**config.mk**
```make
export PLATFORM = sky130hd
export DESIGN_NAME = irq_flag_unit
export DESIGN_NICKNAME = d
export VERILOG_FILES = /design/src/hw/irq_pkg.sv /design/src/hw/irq_src_if.sv /design/src/hw/ext_edge_detect.sv /design/src/hw/port_change_detect.sv /design/src/hw/irq_flag_unit.sv
export SDC_FILE = /design/constraint.sdc
export NUM_CORES = 1
export LEC_CHECK = 0
export ABC_CLOCK_PERIOD_IN_PS = 2600
export BUFFER_PORTS_ARGS = -buffer_cell sky130_fd_sc_hd__buf_2
export CORE_MARGIN = 5
export CORE_UTILIZATION = 45
export DETAILED_ROUTE_END_ITERATION = 12
export GPL_ROUTABILITY_DRIVEN = 0
export GPL_TIMING_DRIVEN = 0
export MAX_ROUTING_LAYER = met4
export PLACE_DENSITY = 0.75
export SETUP_SLACK_MARGIN = 0.4
export SLEW_MARGIN = 25
export SYNTH_ARGS = -nofsm -noshare
export SYNTH_HDL_FRONTEND = slang
export SYNTH_SLANG_ARGS = --single-unit
```
**constraint.sdc**
```tcl
create_clock -name CLK -period 2.6 [get_ports CLK]
set_clock_uncertainty 0.2 [all_clocks]
set_input_delay 0.13 -clock CLK [delete_from_list [all_inputs] [get_ports CLK]]
set_output_delay 0.13 -clock CLK [all_outputs]
set_load 0.02 [all_outputs]
```
**src/hw/irq_pkg.sv**
```systemverilog
// constants, register map and state codes of the interrupt flag and enable unit
// assumes one 100 MHz clock; four clocks form one instruction cycle (phases q1 to q4)
package irq_pkg;

  // timing
  localparam int unsigned CLK_MHZ     = 100;
  localparam int unsigned TCY_CLKS    = 4;                  // q1..q4 phases per cycle
  localparam int unsigned TCY_NS      = TCY_CLKS * 1000 / CLK_MHZ;
  localparam logic [1:0]  LATENCY_TCY = 2'h3;               // instruction cycles to vector
  localparam int unsigned LAT_CLKS    = 32'(LATENCY_TCY) * TCY_CLKS;
  localparam logic [1:0]  Q1_PHASE    = 2'h0;
  localparam logic [1:0]  QCNT_LAST   = 2'(TCY_CLKS - 1);

  // register indices; byte address is four times the index
  localparam int unsigned ADDR_W          = 12;
  localparam logic [7:0]  IDX_IRQ_CONTROL = 8'h0b;
  localparam logic [7:0]  IDX_PFLAGS_1    = 8'h0c;
  localparam logic [7:0]  IDX_PFLAGS_2    = 8'h0d;
  localparam logic [7:0]  IDX_PENABLE_1   = 8'h8c;
  localparam logic [7:0]  IDX_PENABLE_2   = 8'h8d;
  localparam logic [7:0]  IDX_EDGE_OPT    = 8'h81;
  localparam logic [7:0]  IDX_PIN_CHG_EN  = 8'h96;
  localparam logic [7:0]  IDX_CORE_STAT   = 8'h97;

  // irq_control fields
  localparam int unsigned GIE_BIT   = 7;
  localparam int unsigned PERIPH_IRQ_ENABLE_BIT  = 6;
  localparam int unsigned TIMER_ZERO_IRQ_ENABLE_BIT  = 5;
  localparam int unsigned EXT_PIN_IRQ_ENABLE_BIT  = 4;
  localparam int unsigned PORT_CHANGE_IRQ_ENABLE_BIT  = 3;
  localparam int unsigned TIMER_ZERO_IRQ_FLAG_BIT  = 2;
  localparam int unsigned EXT_PIN_IRQ_FLAG_BIT  = 1;
  localparam int unsigned PORT_CHANGE_IRQ_FLAG_BIT  = 0;
  localparam int unsigned EDGE_BIT  = 6;                    // edge select in option reg

  // reset values and masks
  localparam logic [7:0]  REG_RST     = 8'h00;
  localparam logic [7:0]  PF2_MASK    = 8'hf5;              // bits 3 and 1 unimplemented
  localparam logic [7:0]  T0_TOP      = 8'hff;
  localparam logic [7:0]  T0_ZERO     = 8'h00;
  localparam logic [12:0] IRQ_VECTOR  = 13'h0004;
  localparam logic [12:0] PC_RST      = 13'h0000;

  typedef enum logic [1:0] {
    ST_IDLE = 2'b01,
    ST_WAIT = 2'b10
  } take_state_t;

endpackage

```
**src/hw/irq_src_if.sv**
```systemverilog
// event pulse and change level from the pin-side detectors to the flag logic
// assumes all three modules share one clock
`timescale 1ns/1ps
interface irq_src_if;
  logic ext_evt;   // one-cycle pulse, valid pin edge
  logic port_evt;  // level while an enabled port pin differs from the last read

  modport ext_src  (output ext_evt);
  modport port_src (output port_evt);
  modport sink     (input ext_evt, input port_evt);
endinterface

```
**src/hw/ext_edge_detect.sv**
```systemverilog
// edge detector for the external interrupt pin
// assumes the pin is synchronous to CLK
`timescale 1ns/1ps
module ext_edge_detect
  import irq_pkg::*;
(
  input  wire logic clk,
  input  wire logic rst,
  input  wire logic pin,
  input  wire logic edge_sel,
  input  wire logic seg_active,
  irq_src_if.ext_src src
);

  logic pin_q;

  // last pin level for edge compare
  always_ff @(posedge clk or posedge rst) begin
    if (rst) begin
      pin_q <= 1'b0;
    end else begin
      pin_q <= pin;
    end
  end

  // rising when selected, else falling; display drive masks it
  assign src.ext_evt = !seg_active &&
                       (edge_sel ? (pin && !pin_q) : (!pin && pin_q));

  chk_edge_polarity: assert property (@(posedge clk) disable iff (rst)
    (!seg_active && edge_sel && $rose(pin)) |-> src.ext_evt)
    else $error("rising edge not flagged");

  chk_seg_blocks: assert property (@(posedge clk) disable iff (rst)
    seg_active |-> !src.ext_evt)
    else $error("edge passed while display drives pin");

endmodule

```
**src/hw/port_change_detect.sv**
```systemverilog
// mismatch detector for the port change interrupt
// assumes the core pulses port_read when it reads the port
`timescale 1ns/1ps
module port_change_detect
  import irq_pkg::*;
(
  input  wire logic       clk,
  input  wire logic       rst,
  input  wire logic [7:0] pins,
  input  wire logic [7:0] change_en,
  input  wire logic       port_read,
  irq_src_if.port_src     src
);

  logic [7:0] snap_q;

  // snapshot taken on each read; a change in that very cycle still raises port_evt for that cycle
  always_ff @(posedge clk or posedge rst) begin
    if (rst) begin
      snap_q <= REG_RST;
    end else if (port_read) begin
      snap_q <= pins;
    end
  end

  // only pins enabled one by one take part
  assign src.port_evt = |((pins ^ snap_q) & change_en);

  chk_masked_pins: assert property (@(posedge clk) disable iff (rst)
    (change_en == 8'h00) |-> !src.port_evt)
    else $error("port change raised with no pin enabled");

endmodule

```
**src/hw/irq_flag_unit.sv**
```systemverilog
// interrupt flag, enable and dispatch unit with an APB register port
// assumes the core pulses RETURN_FROM_IRQ on return and obeys IRQ_TAKE
//
// Design decision made here: the APB register port.
`timescale 1ns/1ps
module irq_flag_unit
  import irq_pkg::*;
(
  input  wire logic              CLK,
  input  wire logic              RST,
  input  wire logic              PSEL,
  input  wire logic              PENABLE,
  input  wire logic              PWRITE,
  input  wire logic [ADDR_W-1:0] PADDR,
  input  wire logic [31:0]       PWDATA,
  output logic      [31:0]       PRDATA,
  output logic                   PREADY,
  output logic                   PSLVERR,
  input  wire logic              EXT_PIN,
  input  wire logic              SEG_ACTIVE,
  input  wire logic [7:0]        PORT_PINS,
  input  wire logic              PORT_READ,
  input  wire logic [7:0]        TIMER_ZERO_COUNT,
  input  wire logic [7:0]        PERIPH1_EVT,
  input  wire logic [7:0]        PERIPH2_EVT,
  input  wire logic              RETURN_FROM_IRQ,
  input  wire logic              SLEEPING,
  output logic                   IRQ_REQ,
  output logic                   IRQ_TAKE,
  output logic                   STACK_PUSH,
  output logic      [12:0]       VECTOR_PC,
  output logic                   WAKE_UP
);

  //////////////////////////////////////////////////////////////////////////////
  // registers and wires

  logic [7:0]  ctrl_q, ctrl_d;
  logic [7:0]  pf1_q, pf2_q, pe1_q, pe2_q;
  logic [7:0]  opt_q, ioc_q;
  logic [7:0]  t0_q;
  logic [1:0]  qcnt_q;
  logic [1:0]  lat_q;
  take_state_t st_q;
  logic        pready_q, perr_q;
  logic [31:0] prdata_q;
  logic        req_q, take_q, wake_q;
  logic [12:0] vec_q;

  logic        access, wr, rd_hit;
  logic [7:0]  idx, rd_data;
  logic        q1, t0_roll, core_pend, periph_pend, any_pend, req_w, take_w;
  logic        wake_w;

  irq_src_if src ();

  ext_edge_detect u_ext (
    .clk        (CLK),
    .rst        (RST),
    .pin        (EXT_PIN),
    .edge_sel   (opt_q[EDGE_BIT]),
    .seg_active (SEG_ACTIVE),
    .src        (src.ext_src)
  );

  port_change_detect u_port (
    .clk       (CLK),
    .rst       (RST),
    .pins      (PORT_PINS),
    .change_en (ioc_q),
    .port_read (PORT_READ),
    .src       (src.port_src)
  );

  //////////////////////////////////////////////////////////////////////////////
  // apb slave: one wait state, answer registered

  assign access = PSEL && PENABLE;
  assign wr     = access && pready_q && PWRITE;
  assign idx    = PADDR[9:2];

  // read mux; misaligned or unknown index answers with an error
  always_comb begin
    rd_hit  = (PADDR[1:0] == 2'h0) && (PADDR[ADDR_W-1:10] == 2'h0);
    rd_data = REG_RST;
    case (idx)
      IDX_IRQ_CONTROL: rd_data = ctrl_q;
      IDX_PFLAGS_1:    rd_data = pf1_q;
      IDX_PFLAGS_2:    rd_data = pf2_q & PF2_MASK;
      IDX_PENABLE_1:   rd_data = pe1_q;
      IDX_PENABLE_2:   rd_data = pe2_q & PF2_MASK;
      IDX_EDGE_OPT:    rd_data = opt_q;
      IDX_PIN_CHG_EN:  rd_data = ioc_q;
      IDX_CORE_STAT:   rd_data = {4'h0, wake_q, req_q, lat_q};
      default:         rd_hit  = 1'b0;
    endcase
  end

  // pready rises in the second access cycle, then drops
  always_ff @(posedge CLK or posedge RST) begin
    if (RST) begin
      pready_q <= 1'b0;
      perr_q   <= 1'b0;
      prdata_q <= 32'h0000_0000;
    end else begin
      pready_q <= access && !pready_q;
      perr_q   <= access && !pready_q && !rd_hit;
      prdata_q <= (access && !pready_q && !PWRITE) ? {24'h00_0000, rd_data} : 32'h0000_0000;
    end
  end

  assign PREADY  = pready_q;
  assign PSLVERR = perr_q;
  assign PRDATA  = prdata_q;

  //////////////////////////////////////////////////////////////////////////////
  // plain software registers

  // enables, edge select and per-pin change enables
  always_ff @(posedge CLK or posedge RST) begin
    if (RST) begin
      pe1_q <= REG_RST;
      pe2_q <= REG_RST;
      opt_q <= REG_RST;
      ioc_q <= REG_RST;
    end else if (wr && rd_hit) begin
      if (idx == IDX_PENABLE_1) begin
        pe1_q <= PWDATA[7:0];
      end
      if (idx == IDX_PENABLE_2) begin
        pe2_q <= PWDATA[7:0] & PF2_MASK;
      end
      if (idx == IDX_EDGE_OPT) begin
        opt_q <= PWDATA[7:0] & (8'h01 << EDGE_BIT);
      end
      if (idx == IDX_PIN_CHG_EN) begin
        ioc_q <= PWDATA[7:0];
      end
    end
  end

  //////////////////////////////////////////////////////////////////////////////
  // event sources

  // timer zero roll-over seen as ff followed by 00
  always_ff @(posedge CLK or posedge RST) begin
    if (RST) begin
      t0_q <= REG_RST;
    end else begin
      t0_q <= TIMER_ZERO_COUNT;
    end
  end

  assign t0_roll = (t0_q == T0_TOP) && (TIMER_ZERO_COUNT == T0_ZERO);

  //////////////////////////////////////////////////////////////////////////////
  // control register: software write first, hardware sets last so a set wins

  always_comb begin
    ctrl_d = ctrl_q;
    if (wr && rd_hit && idx == IDX_IRQ_CONTROL) begin
      ctrl_d = PWDATA[7:0];
    end
    if (take_w) begin
      ctrl_d[GIE_BIT] = 1'b0;
    end
    if (RETURN_FROM_IRQ) begin
      ctrl_d[GIE_BIT] = 1'b1;
    end
    if (src.ext_evt) begin
      ctrl_d[EXT_PIN_IRQ_FLAG_BIT] = 1'b1;
    end
    if (src.port_evt) begin
      ctrl_d[PORT_CHANGE_IRQ_FLAG_BIT] = 1'b1;
    end
    if (t0_roll) begin
      ctrl_d[TIMER_ZERO_IRQ_FLAG_BIT] = 1'b1;
    end
  end

  // reset leaves interrupts off until software turns them on
  always_ff @(posedge CLK or posedge RST) begin
    if (RST) begin
      ctrl_q <= REG_RST;
    end else begin
      ctrl_q <= ctrl_d;
    end
  end

  // peripheral flags; events set regardless of enables
  always_ff @(posedge CLK or posedge RST) begin
    if (RST) begin
      pf1_q <= REG_RST;
      pf2_q <= REG_RST;
    end else begin
      pf1_q <= ((wr && rd_hit && idx == IDX_PFLAGS_1) ? PWDATA[7:0] : pf1_q)
               | PERIPH1_EVT;
      pf2_q <= (((wr && rd_hit && idx == IDX_PFLAGS_2) ? PWDATA[7:0] : pf2_q)
               | PERIPH2_EVT) & PF2_MASK;
    end
  end

  //////////////////////////////////////////////////////////////////////////////
  // request qualification

  // flag bits 2..0 line up with enable bits 5..3
  assign core_pend   = |(ctrl_q[TIMER_ZERO_IRQ_FLAG_BIT:PORT_CHANGE_IRQ_FLAG_BIT] & ctrl_q[TIMER_ZERO_IRQ_ENABLE_BIT:PORT_CHANGE_IRQ_ENABLE_BIT]);
  assign periph_pend = |((pf1_q & pe1_q) | (pf2_q & pe2_q));
  assign any_pend    = core_pend || (ctrl_q[PERIPH_IRQ_ENABLE_BIT] && periph_pend);
  // level stays until software clears the flags or the global enable drops
  assign req_w       = ctrl_q[GIE_BIT] && any_pend;
  // wake ignores both the global and the peripheral irq enable bits, not the per-source enables
  assign wake_w      = SLEEPING && (core_pend || periph_pend);

  //////////////////////////////////////////////////////////////////////////////
  // instruction cycle phases

  // free-running q1..q4 divider; q1 is a one-clock enable
  always_ff @(posedge CLK or posedge RST) begin
    if (RST) begin
      qcnt_q <= Q1_PHASE;
    end else begin
      qcnt_q <= (qcnt_q == QCNT_LAST) ? Q1_PHASE : qcnt_q + 2'h1;
    end
  end

  assign q1 = (qcnt_q == Q1_PHASE);

  //////////////////////////////////////////////////////////////////////////////
  // dispatch: sample at q1, vector three instruction cycles later

  // counting q1 edges keeps latency equal for one- and two-cycle instructions
  assign take_w = (st_q == ST_WAIT) && q1 && ctrl_q[GIE_BIT]
                  && (lat_q == LATENCY_TCY);

  always_ff @(posedge CLK or posedge RST) begin
    if (RST) begin
      st_q  <= ST_IDLE;
      lat_q <= 2'h0;
    end else if (q1) begin
      case (st_q)
        ST_IDLE: begin
          if (req_w) begin
            st_q  <= ST_WAIT;
            lat_q <= 2'h1;
          end
        end
        ST_WAIT: begin
          if (!ctrl_q[GIE_BIT] || take_w) begin
            st_q  <= ST_IDLE;
            lat_q <= 2'h0;
          end else begin
            lat_q <= lat_q + 2'h1;
          end
        end
        default: begin
          st_q  <= ST_IDLE;
          lat_q <= 2'h0;
        end
      endcase
    end
  end

  // core strobes; only the return address is pushed, no other context
  always_ff @(posedge CLK or posedge RST) begin
    if (RST) begin
      take_q <= 1'b0;
      vec_q  <= PC_RST;
      req_q  <= 1'b0;
      wake_q <= 1'b0;
    end else begin
      take_q <= take_w;
      req_q  <= req_w;
      wake_q <= wake_w;
      if (take_w) begin
        vec_q <= IRQ_VECTOR;
      end
    end
  end

  assign IRQ_REQ    = req_q;
  assign IRQ_TAKE   = take_q;
  assign STACK_PUSH = take_q;
  assign VECTOR_PC  = vec_q;
  assign WAKE_UP    = wake_q;

  //////////////////////////////////////////////////////////////////////////////
  // checks

  chk_reset_gie_off: assert property (@(posedge CLK)
    $fell(RST) |-> !ctrl_q[GIE_BIT])
    else $error("global enable set after reset");

  chk_take_needs_gie: assert property (@(posedge CLK) disable iff (RST)
    !ctrl_q[GIE_BIT] |-> !take_w)
    else $error("take while global enable clear");

  chk_take_entry: assert property (@(posedge CLK) disable iff (RST)
    (take_w && !RETURN_FROM_IRQ) |=> !ctrl_q[GIE_BIT] && IRQ_TAKE && STACK_PUSH
                                     && VECTOR_PC == IRQ_VECTOR)
    else $error("interrupt entry incomplete");

  chk_return_sets: assert property (@(posedge CLK) disable iff (RST)
    RETURN_FROM_IRQ |=> ctrl_q[GIE_BIT])
    else $error("return did not re-enable");

  chk_take_latency: assert property (@(posedge CLK) disable iff (RST)
    (st_q == ST_IDLE && q1 && req_w) ##1 ctrl_q[GIE_BIT] [*8] ##1 ctrl_q[GIE_BIT] [*4]
      |-> take_w)
    else $error("take not at three instruction cycles");

  chk_disable_drops: assert property (@(posedge CLK) disable iff (RST)
    (st_q == ST_WAIT && q1 && !ctrl_q[GIE_BIT]) |=> st_q == ST_IDLE ##1 !IRQ_TAKE)
    else $error("take kept after global disable");

  chk_flag_set_wins: assert property (@(posedge CLK) disable iff (RST)
    src.ext_evt |=> ctrl_q[EXT_PIN_IRQ_FLAG_BIT])
    else $error("external flag lost");

  chk_t0_roll: assert property (@(posedge CLK) disable iff (RST)
    t0_roll |=> ctrl_q[TIMER_ZERO_IRQ_FLAG_BIT])
    else $error("timer roll-over not flagged");

  chk_pf2_reserved: assert property (@(posedge CLK) disable iff (RST)
    ((pf2_q | pe2_q) & ~PF2_MASK) == 8'h00)
    else $error("unimplemented bit set");

  chk_req_level: assert property (@(posedge CLK) disable iff (RST)
    IRQ_REQ == $past(ctrl_q[GIE_BIT] && any_pend))
    else $error("request level mismatch");

  chk_wake_any_gie: assert property (@(posedge CLK) disable iff (RST)
    (SLEEPING && ctrl_q[EXT_PIN_IRQ_FLAG_BIT] && ctrl_q[EXT_PIN_IRQ_ENABLE_BIT]) |=> WAKE_UP)
    else $error("enabled source did not wake");

  cov_take: cover property (@(posedge CLK) disable iff (RST) IRQ_TAKE);
  cov_wake_no_gie: cover property (@(posedge CLK) disable iff (RST)
    WAKE_UP && !ctrl_q[GIE_BIT]);
  cov_drop: cover property (@(posedge CLK) disable iff (RST)
    st_q == ST_WAIT && q1 && !ctrl_q[GIE_BIT]);

endmodule

```
Yosys cells after proc, flatten, opt, wreduce, memory -nomap -nowiden:

Cells that the tools add are included.

* register bits after elaboration: 82
* bits of input ports: 86
* logic and storage cells: 117

* $add $sub $neg: 2
* eq/ne operators: 15
* multiplexer cells: 19
* bitwise logic cells: 8
* reduce and logical (&&, ||, !) cells: 49

Operator list (number)
* case mux 8 bit (8 select lines): 1
* == test 8 bit, second input constant: 6
* 2-to-1 mux 8 bit: 4
* AND 8 bit: 3
* == test 8 x 4 -> 1 bit, second input constant: 3
* OR 8 bit: 3
* OR reduction 8 bit: 3
* logical AND 1 bit: 21
* 2-to-1 mux 2 bit: 5
* AND reduction 2 bit: 5
* zero test 8 bit: 1
* case mux 2 bit (2 select lines): 2
* XOR 8 bit: 1
* zero test 1 bit: 7
* 2-to-1 mux 1 bit: 7
* == test 2 bit, second input constant: 3
* zero test 2 bit: 3
* nonzero test 2 bit: 3
* adder 2 x 1 -> 2 bit, second input constant: 2
* AND 3 bit: 1
* logical OR 1 bit: 3
* AND reduction 3 bit: 1
* nonzero test 3 bit: 1
* OR reduction 3 bit: 1
* 3 further kinds: 3

Logic depth before layout (Yosys ltp):

* word-level depth: 8
* depth in mapped cells: 7
* depth with buffers taken out: 7

By module:

A second synthesis with hierarchy kept.

* cell total of the unflattened synthesis: 366
* area, all modules: 4082.7 um2

By module, submodules not included
* irq_flag_unit: instances 1, cells an instance 330, area an instance 3621.0 um2
* port_change_detect: instances 1, cells an instance 31, area an instance 411.6 um2
* ext_edge_detect: instances 1, cells an instance 5, area an instance 50.0 um2

Worst setup path after synthesis:

OpenSTA, ideal clock, no wires.

* path kind: register -> register
* from: reg ctrl_q[5]
* to: reg lat_q[1]
* data arrival time: 1684 ps
* setup slack: 595 ps
* stages on the path, launching flop included: 6
* path buffers: 0
* cells stage by stage: dfrtp_1 a222oi_1 nand2b_1 a21oi_1 a31oi_1 a32o_1

* word-level cells in the longest chain between the ends: 6

RTL lines
* start, declared: RTL line irq_flag_unit.sv:38 `logic [7:0] ctrl_q, ctrl_d;`
* start signal, assigned: RTL line irq_flag_unit.sv:186 `ctrl_q <= ctrl_d;`
* AND 3 bit: RTL line irq_flag_unit.sv:207 `assign core_pend = |(ctrl_q[TIMER_ZERO_IRQ_FLAG_BIT:PORT_CHANGE_IRQ_FLAG_BIT] & ctrl_q[TIMER_ZERO_IRQ_ENABLE_B ...`
* OR reduction 3 bit: RTL line irq_flag_unit.sv:207
* logical OR 1 bit: RTL line irq_flag_unit.sv:209 `assign any_pend = core_pend || (ctrl_q[PERIPH_IRQ_ENABLE_BIT] && periph_pend);`
* logical AND 1 bit: RTL line irq_flag_unit.sv:211 `assign req_w = ctrl_q[GIE_BIT] && any_pend;`
* inequality test 2 bit (no source line)
* AND reduction 2 bit (no source line)
* end signal, assigned: RTL line irq_flag_unit.sv:253 `lat_q <= lat_q + 2'h1;`
* end, declared: RTL line irq_flag_unit.sv:43 `logic [1:0] lat_q;`

No other way between the ends.
A chain may end at the register's enable or synchronous reset.

Worst setup path in the final report:

* from: in PENABLE
* to: reg pe2_q[4]

* word-level cells in the longest chain between the ends: 5

RTL lines
* start, declared: RTL line irq_flag_unit.sv:12 `input wire logic PENABLE,`
* logical AND 1 bit: RTL line irq_flag_unit.sv:78 `assign access = PSEL && PENABLE;`
* logical AND 1 bit (2 in series): RTL line irq_flag_unit.sv:79 `assign wr = access && pready_q && PWRITE;`
* logical AND 1 bit: RTL line irq_flag_unit.sv:126 `end else if (wr && rd_hit) begin`
* AND reduction 2 bit (no source line)
* end signal, assigned: RTL line irq_flag_unit.sv:131 `pe2_q <= PWDATA[7:0] & PF2_MASK;`
* end, declared: RTL line irq_flag_unit.sv:39 `logic [7:0] pf1_q, pf2_q, pe1_q, pe2_q;`

No other way between the ends.

==> results.py <==
metrics = {
    "drt": {
        "wire_per_inst_um": 16.8,
        "antenna_left": 0,
        "wirelength_mm": 10.9,
        "drc": 0,
        "drt-initial-drc-count": 182,
        "viasPerCell": 5.25,
        "via_count": 3408,
        "dr.pass1.iters": 4,
    },
    "logic_synthesis": {
        "synth_top_area_share": 0.479,
        "async_reset_ff_frac": 1.00,
        "ys_types": 66,
        "synth_common_cells": "dfrtp_1 (81), buf_4 (41), mux2_1 (24)",
        "synth.most_common_cell": "dfrtp_1",
        "synth_edf_count": 0,
        "syn-mean-instance-area_um2": 11.7,
        "yosysTopAreaCell": "dfrtp_1",
        "synth_flop_cell": "dfrtp_1",
        "synth-seq-cells": 82,
        "synth_area_leaders": "dfrtp_1 (48%), buf_4 (7.3%), mux2_1 (6.4%)",
        "synth_area_mm2": 0.00424,
        "synth_seq_area_share": 0.485,
        "yosysWarnings": 0,
        "synth_cells": 361,
    },
    "setup_path": {
        "crit_slowest_cell": "nor2_1",
        "cp-start-kind": "primary input",
        "r2r_start": "pf2_q[6]",
        "critical_path_depth": 6,
        "crit_arrival_ns": 2.12,
        "ff2ff_setup_slack_ns": 0.61,
        "cp_top_family": "simple AND/OR/NAND/NOR gates",
        "max_stage_delay_ns": 0.57,
        "critPathBufInv": 2,
        "worstSetupEndpointType": "flop",
        "r2r_cells": 5,
        "worst-path-max-fanout": 7,
        "critical_path_class": "primary input to flop",
        "cp_cell_sequence": "dlygate4sd3_1 > buf_2 > and2_2 > nand4_2 > nor2_1 > mux2_1",
        "required_ns": 2.64,
        "setup.worst_path.start": "PENABLE",
        "endpoint": "pe2_q[4]",
        "regToRegEndpoint": "lat_q[1]",
    },
    "layout": {
        "drive_above_1_share": 0.327,
        "num-fill-cells": 753,
        "multi_input_area_mm2": 0.00194,
        "area_growth_pct": 33.6,
        "final_nets": 625,
        "n_antenna_cell": 0,
        "stdcell_count": 649,
        "seq_area_mm2": 0.00205,
    },
    "cts": {
        "clk_latency_ns": 0.36,
        "cts_root_buf": "clkbuf_8",
        "htree_levels": 3,
        "clock-sinks": 82,
        "clk_path_buf_depth": 2,
        "cts_made_buffers": 9,
        "cts_tree": "built",
        "path_clk_slew_ns": 0.09,
    },
    "timing": {
        "clock.fmax_ghz": 0.480,
        "rsz0062_at_grt": "false",
        "setup_slack_ns": 0.519,
        "drv_slew": 0,
        "period_minus_slack_ns": 2.08,
        "final_hold_viol_count": 0,
        "finalSetupViolations": 0,
        "final.period_utilization": 0.800,
        "finalSetupTns_ns": 0,
        "slew_headroom": 0.340,
        "whs_ns": 0.0163,
        "worst_pin_slew_ns": 0.981,
    },
    "floorplanning": {
        "ios": 137,
        "die_h_um": 107,
        "placementRows": 35,
        "die_area_mm2": 0.0115,
        "fp.dieW_um": 107,
        "initial_core_util": 0.461,
        "core_area_mm2": 0.00920,
    },
    "global_route": {
        "overflow": 0,
        "grt_pass1_wl_mm": 17.6,
        "antenna_found_initial": 0,
        "grt_pass1_vias": 3500,
        "grtUsageTotal": 0.202,
        "grt_max_degree": 35,
    },
    "power_and_ir_drop": {
        "power_mw": 2.57,
        "p_leak_nw": 2.70,
        "ir_worst_vdd_mv": 0.305,
        "power_density_mw_per_mm2": 455,
    },
    "run_status": {
        "status": "finished clean",
    },
    "placement": {
        "dp_cells": 582,
        "port_buffers": 73,
        "dp_hpwl_mm": 7.80,
        "pre_cts_ws_ns": 0.173,
    },
    "flow_run": {
        "maxCapViolations": 0,
    },
    "min_path": {
        "hold_path_class": "primary input to flop",
    },
}
-- power breakdown --
| group | internal, mW | switching (mW) | total [mW] |
|---|---|---|---|
| clock network | 0.491 | 0.452 | 0.942 |
| registers | 1.30 | 0.0115 | 1.31 |
| logic | 0.159 | 0.164 | 0.323 |
-- repair_timing --
action	CTS	global route
endpoints found under the setup margin	4	4
setup buffers	1	3
hold buffers	48	0
gates resized for setup	1	5
endpoints found under the hold margin	142	0
pin swaps	1	1
-- logic make-up (layout without fill, tap and decap cells) --
family                     count (synthesis)  count (layout)  synth area share
AOI/OAI and AO/OA                         77              77             0.150
xor gates and xnor gates                   9               9            0.0186
adders and majority gates                  5               5            0.0148
buffers and inverters                     59             201            0.0928
DFF                                       82              82             0.485
muxes                                     42              42             0.110
other                                      1              36          0.000885
and+or+nand+nor                           86              86             0.128
-- layer usage --
layer / track usage / vias up / share of wire
met1: 0.252 / 1658 / 0.41
met5: - / - / 0
met2: 0.331 / 136 / 0.50
met3: 0.0259 / 23 / 0.063
met4: 0.0913 / 0 / 0.027
li1: - / 1591 / -
-- layout make-up --
class / count / area share
buffer: 48 / 0.0637
clock buffer: 11 / 0.0268
clock inverter: 4 / 0.00907
inverter: 11 / 0.00796
multi-input combinational: 255 / 0.343
sequential: 82 / 0.363
tap: 111 / 0.0245
timing repair buffer: 127 / 0.162
-- tightest hold or removal path: cells and delay by family --
kind | cells | cell delay (ns)
AOI/OAI and AO/OA | 1 | 0.04
buffers and inverters | 2 | 0.24
and+or+nand+nor | 1 | 0.13
-- worst min-delay path by stage --
stage | from | endpoint | slack, ns | cells after the start
floorplan | TIMER_ZERO_COUNT[0] | t0_q[0] | -0.04 | 0
global placement | TIMER_ZERO_COUNT[6] | t0_q[6] | 0.05 | 1
detailed placement | RST | qcnt_q[1] | 0.002 | 2
CTS | PADDR[5] | PRDATA[5] | 0.02 | 5
global route | PWRITE | PRDATA[4] | 0.03 | 4
finish | PWRITE | PRDATA[4] | 0.02 | 4
-- per-stage QoR --
step                cell area, um2  utilization
finish                        5660        0.615
global route                  5660        0.615
CTS                           5610        0.610
detailed placement            4910        0.534
global placement              4870        0.530
floorplan                     4370            -
-- cells in the final DEF, fill, tap and decap left out, types with 11 or more instances in the layout --
| master | Yosys | final |
|---|---|---|
| conb_1 | 1 | 36 |
| dlygate4sd3_1 | 0 | 47 |
| buf_4 | 41 | 45 |
| buf_2 | 2 | 75 |
| nor2b_1 | 17 | 17 |
| mux2_2 | 11 | 11 |
| nand2_1 | 17 | 17 |
| a211o_1 | 14 | 14 |
| mux2_1 | 24 | 24 |
| clkbuf_8 | 0 | 11 |
| a22oi_1 | 16 | 16 |
| dfrtp_1 | 81 | 81 |
-- sequential cells by signal, summed over array words and instances, names as in the netlist, 2 cells and up --
| signal | cells |
|---|---|
| pe2_q | 6 |
| st_q | 2 |
| ctrl_q | 8 |
| ioc_q | 8 |
| pe1_q | 8 |
| lat_q | 2 |
| qcnt_q | 2 |
| PRDATA | 8 |
| pf2_q | 6 |
| pf1_q | 8 |
| t0_q | 8 |
| u_port.snap_q | 8 |
(Power assumes the default switching activity.)
